===== src/gst_cfg.svh =====
`ifndef GST_CFG_SVH
`define GST_CFG_SVH
// register byte addresses (printed offsets, not all multiples of four -> index*4)
`define GST_IDX_COUNT      12'h20c
`define GST_IDX_CONTROL    12'h20e
`define GST_IDX_GATE_CTRL  12'h20f
`define GST_IDX_GATE_SEL   12'h210
`define GST_IDX_CLK_SEL    12'h211
`define GST_IDX_STATUS     12'h212
`define GST_IDX_IRQ_CTRL   12'h213
// control fields
`define GST_CTL_ON         0
`define GST_CTL_WIDE       1
`define GST_CTL_SYNC       2
`define GST_CTL_PS_LO      4
// gate control fields
`define GST_GC_LEVEL       2
`define GST_GC_GO          3
`define GST_GC_SPM         4
`define GST_GC_TOGGLE      5
`define GST_GC_POL         6
`define GST_GC_EN          7
// status / irq fields
`define GST_ST_OVF         0
`define GST_ST_GATE        1
`define GST_IE_OVF         0
`define GST_IE_GLOBAL      1
// reset values
`define GST_RST_CONTROL    8'h00
`define GST_RST_GATE_CTRL  8'h00
`define GST_RST_SEL        5'h00
`define GST_RST_COUNT      16'h0000
// clock select codes and gate select limit
`define GST_CS_PIN         5'h00
`define GST_CS_FOSC4       5'h01
`define GST_CS_FOSC        5'h02
`define GST_CS_LAST        5'h08
`define GST_GS_LAST        5'h06
// system clock divided by four
`define GST_FOSC4_DIV      2'h3
`endif


===== src/gst_pkg.sv =====
package gst_pkg;
   // apb slave request and answer
   typedef struct packed {
      logic        psel;
      logic        penable;
      logic        pwrite;
      logic [11:0] paddr;
      logic [31:0] pwdata;
   } gst_apb_req_t;

   typedef struct packed {
      logic        pready;
      logic        pslverr;
      logic [31:0] prdata;
   } gst_apb_rsp_t;

   // gate source candidates, index = gate select code
   typedef struct packed {
      logic pwm4;
      logic pwm3;
      logic ccp2;
      logic ccp1;
      logic tmr2;
      logic tmr0;
      logic pin;
   } gst_gate_src_t;

   // clock source candidates, index = clock select code
   typedef struct packed {
      logic tmr0;
      logic mf32k;
      logic mf500k;
      logic sf1m;
      logic lfint;
      logic hfint;
      logic fosc;
      logic fosc4;
      logic pin;
   } gst_clk_src_t;

   typedef enum logic [1:0] {
      GST_PH_IDLE,
      GST_PH_ACCESS
   } gst_phase_t;
endpackage : gst_pkg


===== src/gst_timer.sv =====
`include "gst_cfg.svh"
`timescale 1ns/1ps
`default_nettype none
module gst_timer (
   input  wire logic                  clk,
   input  wire logic                  rst,
   input  wire gst_pkg::gst_apb_req_t apb_req,
   output var  gst_pkg::gst_apb_rsp_t apb_rsp,
   input  wire gst_pkg::gst_clk_src_t clk_src,
   input  wire gst_pkg::gst_gate_src_t gate_src,
   input  wire logic                  sleep_mode,
   input  wire logic                  special_trigger,
   output logic [15:0]                count_value,
   output logic                       overflow_irq,
   output logic                       wake_request,
   output logic                       gate_event_irq
);
   // whole state of the block
   typedef struct packed {
      gst_pkg::gst_apb_rsp_t rsp;
      gst_pkg::gst_phase_t   ph;
      logic [15:0] cnt;
      logic [7:0]  hbuf;
      logic [7:0]  ctl;
      logic [7:0]  gctl;
      logic [4:0]  gsel;
      logic [4:0]  csel;
      logic        ovf;
      logic        gflag;
      logic        ie_ovf;
      logic        ie_glob;
      logic [2:0]  psc;
      logic [1:0]  div4;
      logic [1:0]  ck_s1;
      logic [1:0]  ck_s2;
      logic        ck_prev;
      logic        g_s1;
      logic        g_s2;
      logic        g_prev;
      logic        tog;
      logic        gating_level_prev;
      logic        spm_seen;
      logic        irq;
      logic        wake;
      logic        girq;
   } gst_state_t;

   gst_state_t s_q;
   gst_state_t s_d;

   logic [11:0] addr;
   logic        acc_done;
   logic        wr;
   logic        rd;
   logic [7:0]  wb;
   logic        raw_clk;
   logic        ext_clk;
   logic        clk_tick;
   logic        sys_clk;
   logic        gate_raw;
   logic        gate_lvl;
   logic        gate_ok;
   logic        pre_tick;
   logic        inc;
   logic        wr_cnt;
   logic [7:0]  rdat;
   logic        sel_pin;
   logic        use_sync;
   logic        mapped;

   assign addr     = apb_req.paddr;
   assign acc_done = apb_req.psel && apb_req.penable && (s_q.ph == gst_pkg::GST_PH_ACCESS);
   assign wr       = acc_done && apb_req.pwrite;
   assign rd       = acc_done && !apb_req.pwrite;
   assign wb       = apb_req.pwdata[7:0];
   // aligned word inside the register window
   assign mapped   = (addr >= (`GST_IDX_COUNT << 2)) && (addr <= (`GST_IDX_IRQ_CTRL << 2)) && (addr[1:0] == 2'h0);

   // clock source mux and edge detection
   always_comb begin
      raw_clk = 1'b0;
      if (s_q.csel <= `GST_CS_LAST) begin
         raw_clk = s_q.ck_s2[0];
      end
      sys_clk = (s_q.csel == `GST_CS_FOSC) || (s_q.csel == `GST_CS_FOSC4);
      sel_pin = (s_q.csel == `GST_CS_PIN);
      use_sync = !s_q.ctl[`GST_CTL_SYNC] && !sys_clk;
      ext_clk  = use_sync ? s_q.ck_s2[1] : raw_clk;
      if (s_q.csel == `GST_CS_FOSC) begin
         clk_tick = 1'b1;
      end else if (s_q.csel == `GST_CS_FOSC4) begin
         clk_tick = (s_q.div4 == `GST_FOSC4_DIV);
      end else begin
         clk_tick = ext_clk && !s_q.ck_prev;
      end
   end

   // gate path: select, toggle, polarity, single pulse
   always_comb begin
      gate_raw = 1'b0;
      if (s_q.gsel <= `GST_GS_LAST) begin
         gate_raw = s_q.g_s2;
      end
      gate_lvl = s_q.gctl[`GST_GC_TOGGLE] ? s_q.tog : gate_raw;
      gate_lvl = s_q.gctl[`GST_GC_POL] ? gate_lvl : !gate_lvl;
      gate_ok = gate_lvl;
      if (s_q.gctl[`GST_GC_SPM]) begin
         gate_ok = gate_lvl && s_q.gctl[`GST_GC_GO] && s_q.spm_seen;
      end
      if (!s_q.gctl[`GST_GC_EN]) begin
         gate_ok = 1'b1;
      end
      // sleep stops synced and system clocked counting
      if (sleep_mode && (use_sync || sys_clk)) begin
         gate_ok = 1'b0;
      end
   end

   // prescaler tick and counter increment
   always_comb begin
      case (s_q.ctl[`GST_CTL_PS_LO +: 2])
         2'h0: pre_tick = 1'b1;
         2'h1: pre_tick = s_q.psc[0];
         2'h2: pre_tick = &s_q.psc[1:0];
         default: pre_tick = &s_q.psc;
      endcase
      inc = s_q.ctl[`GST_CTL_ON] && gate_ok && clk_tick && pre_tick;
   end

   // read mux
   always_comb begin
      rdat = 8'h00;
      if (addr == (`GST_IDX_COUNT << 2)) begin
         rdat = s_q.cnt[7:0];
      end else if (addr == ((`GST_IDX_COUNT + 12'h001) << 2)) begin
         // buffered high byte in wide mode
         rdat = s_q.ctl[`GST_CTL_WIDE] ? s_q.hbuf : s_q.cnt[15:8];
      end else if (addr == (`GST_IDX_CONTROL << 2)) begin
         rdat = s_q.ctl & 8'h37;
      end else if (addr == (`GST_IDX_GATE_CTRL << 2)) begin
         rdat = {s_q.gctl[7:3], gate_lvl, 2'h0};
      end else if (addr == (`GST_IDX_GATE_SEL << 2)) begin
         rdat = {3'h0, s_q.gsel};
      end else if (addr == (`GST_IDX_CLK_SEL << 2)) begin
         rdat = {3'h0, s_q.csel};
      end else if (addr == (`GST_IDX_STATUS << 2)) begin
         rdat = {6'h00, s_q.gflag, s_q.ovf};
      end else if (addr == (`GST_IDX_IRQ_CTRL << 2)) begin
         rdat = {6'h00, s_q.ie_glob, s_q.ie_ovf};
      end
   end

   // next state
   always_comb begin
      s_d = s_q;
      wr_cnt = 1'b0;
      // synchronisers: clock bit0 raw sample path, bit1 sync path
      s_d.ck_s1 = {clk_src[s_q.csel[3:0]], clk_src[s_q.csel[3:0]]};
      s_d.ck_s2 = s_q.ck_s1;
      s_d.g_s1  = gate_src[s_q.gsel[2:0]];
      s_d.g_s2  = s_q.g_s1;
      s_d.ck_prev = ext_clk;
      s_d.div4  = s_q.div4 + 2'h1;
      s_d.g_prev = gate_raw;
      // toggle on rising gate, cleared when off
      if (!s_q.gctl[`GST_GC_TOGGLE]) begin
         s_d.tog = 1'b0;
      end else if (gate_raw && !s_q.g_prev) begin
         s_d.tog = !s_q.tog;
      end
      s_d.gating_level_prev = gate_lvl;
      // single pulse: first incrementing edge arms counting
      if (s_q.gctl[`GST_GC_GO] && gate_lvl && clk_tick) begin
         s_d.spm_seen = 1'b1;
      end
      if (s_q.gctl[`GST_GC_SPM] && s_q.gctl[`GST_GC_GO] && s_q.spm_seen && !gate_lvl) begin
         s_d.gctl[`GST_GC_GO] = 1'b0;
         s_d.spm_seen = 1'b0;
      end
      if (special_trigger) begin
         s_d.cnt = 16'h0000;
      end else if (inc) begin
         s_d.cnt = s_q.cnt + 16'h0001;
      end
      if (clk_tick && s_q.ctl[`GST_CTL_ON] && gate_ok) begin
         s_d.psc = s_q.psc + 3'h1;
      end
      // apb handshake
      s_d.rsp.pready  = 1'b0;
      s_d.rsp.pslverr = 1'b0;
      if (apb_req.psel && !apb_req.penable) begin
         s_d.ph = gst_pkg::GST_PH_ACCESS;
         s_d.rsp.pready = 1'b1;
         // answer stands together with pready in the access cycle
         s_d.rsp.prdata  = apb_req.pwrite ? 32'h0 : {24'h000000, rdat};
         s_d.rsp.pslverr = !mapped;
      end else begin
         s_d.ph = gst_pkg::GST_PH_IDLE;
      end
      if (rd) begin
         if (addr == (`GST_IDX_COUNT << 2) && s_q.ctl[`GST_CTL_WIDE]) begin
            s_d.hbuf = s_q.cnt[15:8];
         end
      end
      if (wr) begin
         if (addr == (`GST_IDX_COUNT << 2)) begin
            wr_cnt = 1'b1;
            // wide write takes buffered high byte
            if (s_q.ctl[`GST_CTL_WIDE]) begin
               s_d.cnt = {s_q.hbuf, wb};
            end else begin
               s_d.cnt = {s_d.cnt[15:8], wb};
            end
         end else if (addr == ((`GST_IDX_COUNT + 12'h001) << 2)) begin
            wr_cnt = 1'b1;
            if (s_q.ctl[`GST_CTL_WIDE]) begin
               s_d.hbuf = wb;
            end else begin
               s_d.cnt = {wb, s_d.cnt[7:0]};
            end
         end else if (addr == (`GST_IDX_CONTROL << 2)) begin
            s_d.ctl = wb & 8'h37;
         end else if (addr == (`GST_IDX_GATE_CTRL << 2)) begin
            s_d.gctl = {wb[7:3], 3'h0};
            if (wb[`GST_GC_GO] && !s_q.gctl[`GST_GC_GO]) begin
               s_d.spm_seen = 1'b0;
            end
         end else if (addr == (`GST_IDX_GATE_SEL << 2)) begin
            s_d.gsel = wb[4:0];
         end else if (addr == (`GST_IDX_CLK_SEL << 2)) begin
            s_d.csel = wb[4:0];
         end else if (addr == (`GST_IDX_STATUS << 2)) begin
            s_d.ovf   = s_q.ovf & wb[`GST_ST_OVF];
            s_d.gflag = s_q.gflag & wb[`GST_ST_GATE];
         end else if (addr == (`GST_IDX_IRQ_CTRL << 2)) begin
            s_d.ie_ovf  = wb[`GST_IE_OVF];
            s_d.ie_glob = wb[`GST_IE_GLOBAL];
         end
      end
      if (wr_cnt) begin
         s_d.psc = 3'h0;
      end
      // go clears when single pulse disabled
      if (!s_d.gctl[`GST_GC_SPM]) begin
         s_d.gctl[`GST_GC_GO] = 1'b0;
      end
      if (inc && !special_trigger && !wr_cnt && s_q.cnt == 16'hffff) begin
         s_d.ovf = 1'b1;
      end
      // falling gate level sets gate flag
      if (s_q.gating_level_prev && !gate_lvl) begin
         s_d.gflag = 1'b1;
      end
      s_d.irq = s_d.ovf && s_d.ie_ovf && s_d.ie_glob && s_d.ctl[`GST_CTL_ON];
      // wake on enabled overflow in sleep
      s_d.wake = sleep_mode && s_d.ovf && s_d.ie_ovf && s_d.ctl[`GST_CTL_ON];
      s_d.girq = s_d.gflag;
   end

   // state register
   always_ff @(posedge clk) begin
      if (rst) begin
         s_q <= '0;
         s_q.ctl  <= `GST_RST_CONTROL;
         s_q.gctl <= `GST_RST_GATE_CTRL;
         s_q.gsel <= `GST_RST_SEL;
         s_q.csel <= `GST_RST_SEL;
         s_q.cnt  <= `GST_RST_COUNT;
      end else begin
         s_q <= s_d;
      end
   end

   assign count_value    = s_q.cnt;
   assign apb_rsp        = s_q.rsp;
   assign overflow_irq   = s_q.irq;
   assign wake_request   = s_q.wake;
   assign gate_event_irq = s_q.girq;
endmodule : gst_timer
`default_nettype wire


===== config.mk =====
export PLATFORM = sky130hd
export DESIGN_NAME = gst_timer
export DESIGN_NICKNAME = d
export VERILOG_FILES = /design/src/gst_pkg.sv /design/src/gst_timer.sv
export VERILOG_INCLUDE_DIRS = /design/src
export SDC_FILE = /design/constraint.sdc
export NUM_CORES = 1
export LEC_CHECK = 0
export BUFFER_PORTS_ARGS = -buffer_cell sky130_fd_sc_hd__buf_4
export CORE_AREA = 5 5 97 121
export CTS_CLUSTER_DIAMETER = 30
export DETAILED_ROUTE_END_ITERATION = 8
export DIE_AREA = 0 0 102 126
export PLACE_DENSITY = 0.79
export SKIP_LAST_GASP = 1
export SLEW_MARGIN = 10
export SYNTH_ARGS = -nofsm -noshare
export SYNTH_HDL_FRONTEND = slang
export SYNTH_SLANG_ARGS = --single-unit

===== constraint.sdc =====
create_clock -name clk -period 3 [get_ports clk]
set_input_delay 0.6 -clock clk [delete_from_list [all_inputs] [get_ports clk]]
set_output_delay 0.6 -clock clk [all_outputs]
set_load 0.01 [all_outputs]

==> results of run 1 <==
==> critical path: stages (launching register included) <==
cell,delay (ps)
dfxtp_1,390
ha_1,200
ha_1,140
mux2i_1,110
a211oi_1,470
nor2b_1,400
nand4_1,250
o21a_1,270
nor4_1,280
==> cell usage after synthesis, drive strengths merged (5+ instances only) <==
cell     n  area (sq um)
a22oi   10          75.1
and3     9          56.3
buf     58           414
nand4   18           113
nor3    13          70.1
nand2   44           165
nand2b   5          31.3
o22ai    7          43.8
nand3   15          92.6
nor4b    8          70.1
nor2    51           208
nor2b    8          50.1
a211oi   9           108
mux2i   34           340
clkbuf  19          71.3
a21oi   25           125
xor2    12           105
inv      8          30.0
xnor2    7          61.3
o21ai   25           125
nor4     7          95.1
dfxtp   74          1480
==> layer usage <==
metal	vias to the layer above	track usage [%]	share of wire, %
li1	1973	-	-
met3	40	3.32	8.6
met5	-	0	0
met4	0	9.19	3.4
met1	2050	26.6	39
met2	232	34.1	49
==> per-stage QoR <==
| step | power [mW] | cell area [sq um] |
|---|---|---|
| after floorplan | 1.13 | 4650 |
| after detailed placement | 1.18 | 5000 |
| final | 2.35 | 5330 |
| after CTS | 2.36 | 5330 |
| after global routing | 2.42 | 5330 |
| after global placement | 1.18 | 5000 |
==> flip-flops by register name, indices dropped and copies added (netlist names) <==
register / cells
s_q: 43
overflow_irq: 1
wake_request: 1
gate_event_irq: 1
s_d: 2
count_value: 16
apb_rsp: 10
==> cell families (layout without fill, tap and decap cells) <==
family          count (synthesis)  count (layout)  share of synthesized area, %
simple gates                  192             192                          23.4
compound gates                116             116                          17.8
other cells                     1              24                        0.0822
xor+xnor                       19              19                          3.65
flops                          74              74                          32.5
buf+inv                        85             113                          11.3
mux                            41              41                          10.2
fa+ha+maj                       4               4                          1.10
==> power breakdown <==
group,switching (mW),internal [mW]
Clock,0.429,0.752
Combinational,0.107,0.0645
Sequential,0.00284,0.991
==> layout make-up <==
| cell class | instances | share of cell area, % |
|---|---|---|
| repair buffers | 89 | 12.5 |
| clock inverters | 6 | 1.69 |
| flip-flops and latches | 74 | 27.8 |
| multi-input cells | 396 | 49.8 |
| clock buffers | 10 | 4.49 |
| well taps | 132 | 3.10 |
| inverters | 8 | 0.564 |
==> final timing paths <==
kind / slack [ps] / start / to
min reg2reg: 430 / s_q[14] / s_q[14]
max: 390 / s_q[16] / overflow_irq
min: 430 / s_q[14] / s_q[14]
max reg2reg: 390 / s_q[16] / overflow_irq
==> results.yml, run 1 <==
min_path:
  hold_depth: 1
  hold_class: "reg2reg"
sta:
  min_period_over_period_pct: 87.0
  clock_skew_ps: 9.44
  min_period_ps: 2610
  rsz0062_at_grt: "false"
  setup_slack_ps: 389
  worst_pin_slew_ps: 788
  timing_hold_violations_final: 0
  setup_viol: 0
  whs_ps: 426
  final_max_slew_viol_count: 0
  fin_tns_setup_ps: 0
  slew_headroom_pct: 46.7
  fmax_ghz: 0.383
synth:
  ys_dominant_reg_cell: "dfxtp_1"
  ys_async_sr_fraction_pct: 0
  ys_ff_latch: 74
  synth-edff-count: 0
  yosysWarnings: 0
  netlist_area_sq_um: 4560
  netlist-cell-type-count: 65
  yosysSeqAreaShare_pct: 32.5
  postSynthCellCount: 532
  avgSynthCellArea_sq_um: 8.58
route:
  antenna_left: 0
  first_pass_iters: 5
  wl_um: 13400
  vias_per_cell: 6.01
  route.detailed.drc: 0
  vias: 4295
  drt_iter0_markers: 516
  wl_per_cell_um: 18.8
clocking:
  hold_buffers: 0
  clockRootBuffer: "clkbuf_16"
  clkTransAtPathRegs_ps: 60
  cts_setup_buffers: 0
  htree_levels: 3
  cts_resized: 0
  clk_latency_ps: 330
  cts_tree: "yes"
  cts_inserted_buffers: 9
  clockBufferDepth: 2
  cts.sinks: 74
global_route:
  antenna_found_initial: 0
  grt_max_degree: 69
  grt_pass1_wl_um: 21200
  grt_pass1_vias: 4091
  track_usage_pct: 20.8
  overflow: 0
placement:
  gp_congestion: 0.974
  port_buffers: 71
  dp_cells: 699
  dpl_worst_slack_ps: 351
  hpwlAfterDp_um: 10100
layout:
  layout_commonest_cell: "buf_4"
  diodes: 0
  fin_nets: 649
  multi_input_comb_area_sq_um: 2650
  final_cell_mix: "buf_4 (89), dfxtp_1 (74), nor2_1 (50)"
  ff_latch_area_sq_um: 1480
  final_core_utilization_pct: 50.9
  areaGrowthSynthToFinish_pct: 16.7
  final_cells: 715
  drive_gt1_share_pct: 22.3
  n_fill_cell: 958
floorplan:
  die_area_sq_um: 12900
  die_height_um: 126
  start_util_pct: 43.6
  ios: 120
  rows: 42
  die_w_um: 102
  core-area_sq_um: 10500
critical_path:
  reg2reg_depth: 8
  crit_path_end_kind: "flip-flop"
  critPathRequiredTime_ps: 3230
  crit_fanout: 5
  crit_path_start_kind: "flip-flop"
  crit_arrival_ps: 2840
  crit_type: "reg2reg"
outcome:
  run_status: "finished clean"
power:
  power_leakage_nw: 2.06
  ir_worst_vdd_mv: 0.312
  p_per_area_nw_per_um2: 440
run:
  maxCapViolCount: 0
Power figures use the tool's default switching activity.
==> inputs of run 2 (changes only) <==
CTS_BUF_LIST = sky130_fd_sc_hd__clkbuf_2   (was default)
==> results.yml, run 2 (synthesis results as in run 1) <==
layout:
  fin_nets: 649
  final_cell_mix: "buf_4 (89), dfxtp_1 (74), nor2_1 (50)"
  regMostFlops: "s_q"
  n_fill_cell: 978
  final_cells: 715
  largest_reg_flops: 43
  stdcell_area_sq_um: 5140
  layout_commonest_cell: "buf_4"
  areaGrowthSynthToFinish_pct: 12.6
  diodes: 0
  final_core_utilization_pct: 49.1
  drive_gt1_share_pct: 22.1
clocking:
  cts_tree: "yes"
  cts_setup_buffers: 0
  hold_buffers: 0
  htree_levels: 3
  clockBufferDepth: 2
  cts.sinks: 74
  clkTransAtPathRegs_ps: 230
  clk_latency_ps: 530
  cts_inserted_buffers: 9
  clockRootBuffer: "clkbuf_2"
  cts_resized: 0
placement:
  gp_congestion: 0.974
  placed_cell_area_sq_um: 5000
  port_buffers: 71
  hpwlAfterDp_um: 10100
  dp_cells: 699
floorplan:
  ios: 120
  die_w_um: 102
  start_util_pct: 43.6
  core-area_sq_um: 10500
  rows: 42
  die_height_um: 126
  die_area_sq_um: 12900
critical_path:
  crit_path_end_kind: "flip-flop"
  crit_fanout: 5
  timing.rr.end: "overflow_irq"
  crit_path_start_kind: "flip-flop"
  reg2reg_depth: 8
  crit_type: "reg2reg"
  rrSetupSlack_ps: 380
  critPathRequiredTime_ps: 3430
  startpoint: "s_q[16]"
  crit_arrival_ps: 3050
  endpoint: "overflow_irq"
  worstReg2RegStart: "s_q[16]"
route:
  drt_iter0_markers: 473
  vias_per_cell: 5.98
  wl_um: 13500
  wl_per_cell_um: 18.9
  route.detailed.drc: 0
  first_pass_iters: 5
  antenna_left: 0
  vias: 4274
power:
  ir_worst_vdd_mv: 0.188
  p_per_area_nw_per_um2: 354
  power_leakage_nw: 1.98
sta:
  fmax_ghz: 0.381
  rsz0062_at_grt: "false"
  timing_hold_violations_final: 0
  clock_skew_ps: 37.9
  worst_pin_slew_ps: 789
  min_period_ps: 2620
  slew_headroom_pct: 46.7
  min_period_over_period_pct: 87.4
  fin_tns_setup_ps: 0
  final_max_slew_viol_count: 0
  setup_viol: 0
outcome:
  run_status: "finished clean"
global_route:
  grt_max_degree: 69
  track_usage_pct: 20.6
  grt_pass1_vias: 4074
  overflow: 0
  antenna_found_initial: 0
  grt_pass1_wl_um: 21000
min_path:
  hold_class: "in2reg"
run:
  maxCapViolCount: 0
-- run 2: report_power, final --
part / switching, mW / internal, mW
sequential: 0.00285 / 0.993
combinational: 0.107 / 0.0645
clock: 0.376 / 0.274
-- run 2: routing by layer --
metal / part of all wire [%] / global-route usage, % / up-vias
li1: - / - / 1971
met2: 48 / 33.5 / 213
met4: 3.7 / 8.80 / 0
met3: 8.8 / 4.76 / 38
met5: 0 / 0 / -
met1: 39 / 25.9 / 2052
-- run 2: worst min path at each step --
stage | startpoint | to | slack, ps | cells past startpoint
final | apb_req[7] | count_value[7] | 300 | 3
after global routing | apb_req[7] | count_value[7] | 260 | 3
after global placement | s_q[14] | s_q[14] | 410 | 1
after CTS | apb_req[7] | count_value[7] | 260 | 3
after floorplan | s_q[14] | s_q[14] | 400 | 1
after detailed placement | s_q[14] | s_q[14] | 420 | 1
-- run 2: through the flow --
step	total power, mW	hold WS (ps)	worst slack, ps
floorplan	1.13	399	464
global placement	1.18	407	389
detailed placement	1.18	422	351
CTS	1.83	262	415
global route	1.89	260	179
finish	1.82	300	377
-- run 2: layout make-up --
| type | count | area [sq um] | area share [%] |
|---|---|---|---|
| multi-input cells | 396 | 2650 | 51.6 |
| clock inverters | 7 | 93.8 | 1.83 |
| repair buffers | 89 | 668 | 13.0 |
| inverters | 8 | 30.0 | 0.585 |
| well taps | 132 | 165 | 3.22 |
| flip-flops and latches | 74 | 1480 | 28.8 |
| clock buffers | 9 | 45.0 | 0.877 |
-- run 2: worst max-delay path: stages (launching register included) --
cell and delay [ps]:
dfxtp_1 440, ha_1 200, ha_1 140, mux2i_1 100, a211oi_1 480, nor2b_1 400, nand4_1 240, o21a_1 270
nor4_1 280
==> inputs of run 3 (changes only) <==
ABC_AREA = 1   (was default)
CORE_AREA = 5 5 99 124   (was 5 5 97 121)
DIE_AREA = 0 0 104 129   (was 0 0 102 126)
GPL_TIMING_DRIVEN = 0   (was default)
==> results.yml, run 3 <==
critical_path:
  path_cells: "nand3_1, nor2_2, inv_2, nor2_4, buf_2, a21oi_1, a31oi_1, nand3_1, nor2_1"
  critPathRequiredTime_ps: 3470
  crit_type: "reg2reg"
  cpMaxStageDelayCell: "dfxtp_1"
  worstReg2RegStart: "apb_rsp[33]"
  reg2reg_depth: 9
  path_common_cell: "nand3_1"
  crit_fanout: 10
  cpPeakStageDelay_ps: 390
  crit_arrival_ps: 2640
  crit_path_start_kind: "flip-flop"
  crit_path_end_kind: "flip-flop"
  startpoint: "apb_rsp[33]"
floorplan:
  start_util_pct: 43.7
  core-area_sq_um: 11000
  die_w_um: 104
  die_area_sq_um: 13400
  die_height_um: 129
  rows: 43
  ios: 120
global_route:
  grt_pass1_vias: 4682
  antenna_found_initial: 0
  track_usage_pct: 21.9
  grt_pass1_wl_um: 23500
  grt_max_degree: 13
  overflow: 0
route:
  vias: 4970
  met3_length_um: 1130
  route.detailed.drc: 0
  routed.top_layer: "met4"
  wl_met1_um: 6060
  wl_um: 15000
  drt_iter0_markers: 308
  wl_met2_um: 6970
  antenna_left: 0
  vias_per_cell: 5.29
  wl_per_cell_um: 15.9
  first_pass_iters: 5
synth:
  ys_ff_latch: 74
  yosysSeqAreaShare_pct: 30.9
  ys_async_sr_fraction_pct: 0
  synthAdderAreaFrac_pct: 1.04
  yosysWarnings: 0
  yosysMostFrequentCell: "nand2_1"
  ys_dominant_reg_cell: "dfxtp_1"
  yosys-mux-area-fraction_pct: 0.208
  synth_top_area_cell: "dfxtp_1"
  synth-edff-count: 0
  yosys-top-cells-count: "nand2_1 (104), dfxtp_1 (74), inv_1 (70), nor2_1 (70), a21oi_1 (59)"
  avgSynthCellArea_sq_um: 6.91
  synth_compound_area_share_pct: 19.9
  synth_top_family_by_area: "simple AND/OR/NAND/NOR gates"
  netlist-cell-type-count: 53
  postSynthCellCount: 695
  synth_top_area_share_pct: 30.9
  yosys-top-cells-area: "dfxtp_1 (31%), nand2_1 (8.1%), buf_4 (7.8%)"
  netlist_area_sq_um: 4800
  synthSimpleGateAreaFrac_pct: 30.1
  yosys.area_share.xor_xnor_pct: 1.46
min_path:
  hold_depth: 2
  hold_class: "in2reg"
  min-delay-start: "rst"
layout:
  final_cell_mix: "buf_4 (121), nand2_1 (104), dfxtp_1 (74)"
  diodes: 0
  largest_reg_flops: 43
  areaGrowthSynthToFinish_pct: 19.1
  regMostFlops: "s_q"
  drive_gt1_share_pct: 25.0
  fin_nets: 871
  layout_commonest_cell: "buf_4"
placement:
  hpwlAfterDp_um: 11600
  port_buffers: 71
  dpl_worst_slack_ps: 551
  gp_congestion: 0.986
clocking:
  clockRootBuffer: "clkbuf_2"
  cts_resized: 0
  hold_buffers: 0
  clk_latency_ps: 520
  clkTransAtPathRegs_ps: 200
  cts.sinks: 74
  clockBufferDepth: 2
  cts_inserted_buffers: 9
  cts_setup_buffers: 0
  htree_levels: 3
  cts_tree: "yes"
sta:
  worst_pin_slew_ps: 660
  setup_slack_ps: 834
  slew_headroom_pct: 56.0
  min_period_ps: 2170
  fin_tns_setup_ps: 0
  setup_viol: 0
  clock_skew_ps: 24.7
  min_period_over_period_pct: 72.2
  fmax_ghz: 0.462
  timing_hold_violations_final: 0
  rsz0062_at_grt: "false"
  final_max_slew_viol_count: 0
outcome:
  run_status: "finished clean"
run:
  maxCapViolCount: 0
power:
  p_per_area_nw_per_um2: 315
  ir_worst_vdd_mv: 0.194
  power_leakage_nw: 2.49
==> run 3: cell types whose count changed after synthesis, moves of 14 or more <==
cell | before | now
mux2i_1 | 34 | 1
o21ai_0 | 24 | 40
inv_2 | 0 | 14
nand2_1 | 44 | 104
a21oi_1 | 25 | 59
inv_1 | 8 | 70
nor2_1 | 50 | 70
nand3_1 | 13 | 54
==> run 3: final cells by class <==
cell class	instances	area, sq um
timing repair buffer	71	533
clock buffer	9	45.0
tap	135	169
sequential	74	1480
fill	1138	5260
inverter	87	332
multi-input combinational	491	2620
buffer	66	454
clock inverter	7	83.8
==> run 3: kinds of logic after synthesis <==
group                      count (synthesis)
DFF                                       74
xor gates and xnor gates                   8
adders and majority gates                  4
other                                      1
muxes                                      1
and+or+nand+nor                          292
buffers and inverters                    153
AOI/OAI and AO/OA                        162
==> run 3: worst paths after layout <==
path,end,slack (ps)
min,s_q[37],270
min reg2reg,s_q[10],430
max,wake_request,830
max reg2reg,wake_request,830
==> run 3: worst max-delay path, delay by kind of cell (launching register included) <==
family | cells | cell delay (ps)
flip-flops | 1 | 390
buffers and inverters | 2 | 500
AO/OA/AOI/OAI | 2 | 310
AND/OR/NAND/NOR | 5 | 940
==> run 3: routing by layer <==
layer  vias to the layer above  track usage, %
met4                         0            13.0
met2                       237            36.4
met5                         -               0
met1                      2193            26.3
li1                       2482               -
met3                        58            4.32
==> run 3: where the power goes <==
group          internal (mW)  switching, mW  total [mW]
Sequential             0.993        0.00324       0.996
Clock                  0.268          0.354       0.621
Combinational         0.0776          0.103       0.181
==> run 3: metrics by stage <==
stage	total power [mW]	cell area [sq um]	hold WS [ps]	cells	utilization, %
2_1_floorplan	1.11	4890	388	718	-
3_3_place_gp	1.19	5590	400	924	50.9
3_5_place_dp	1.19	5590	395	924	50.9
4_1_cts	1.81	5720	221	940	52.1
5_1_grt	1.87	5720	226	940	52.1
6_report	1.80	5720	269	940	52.1
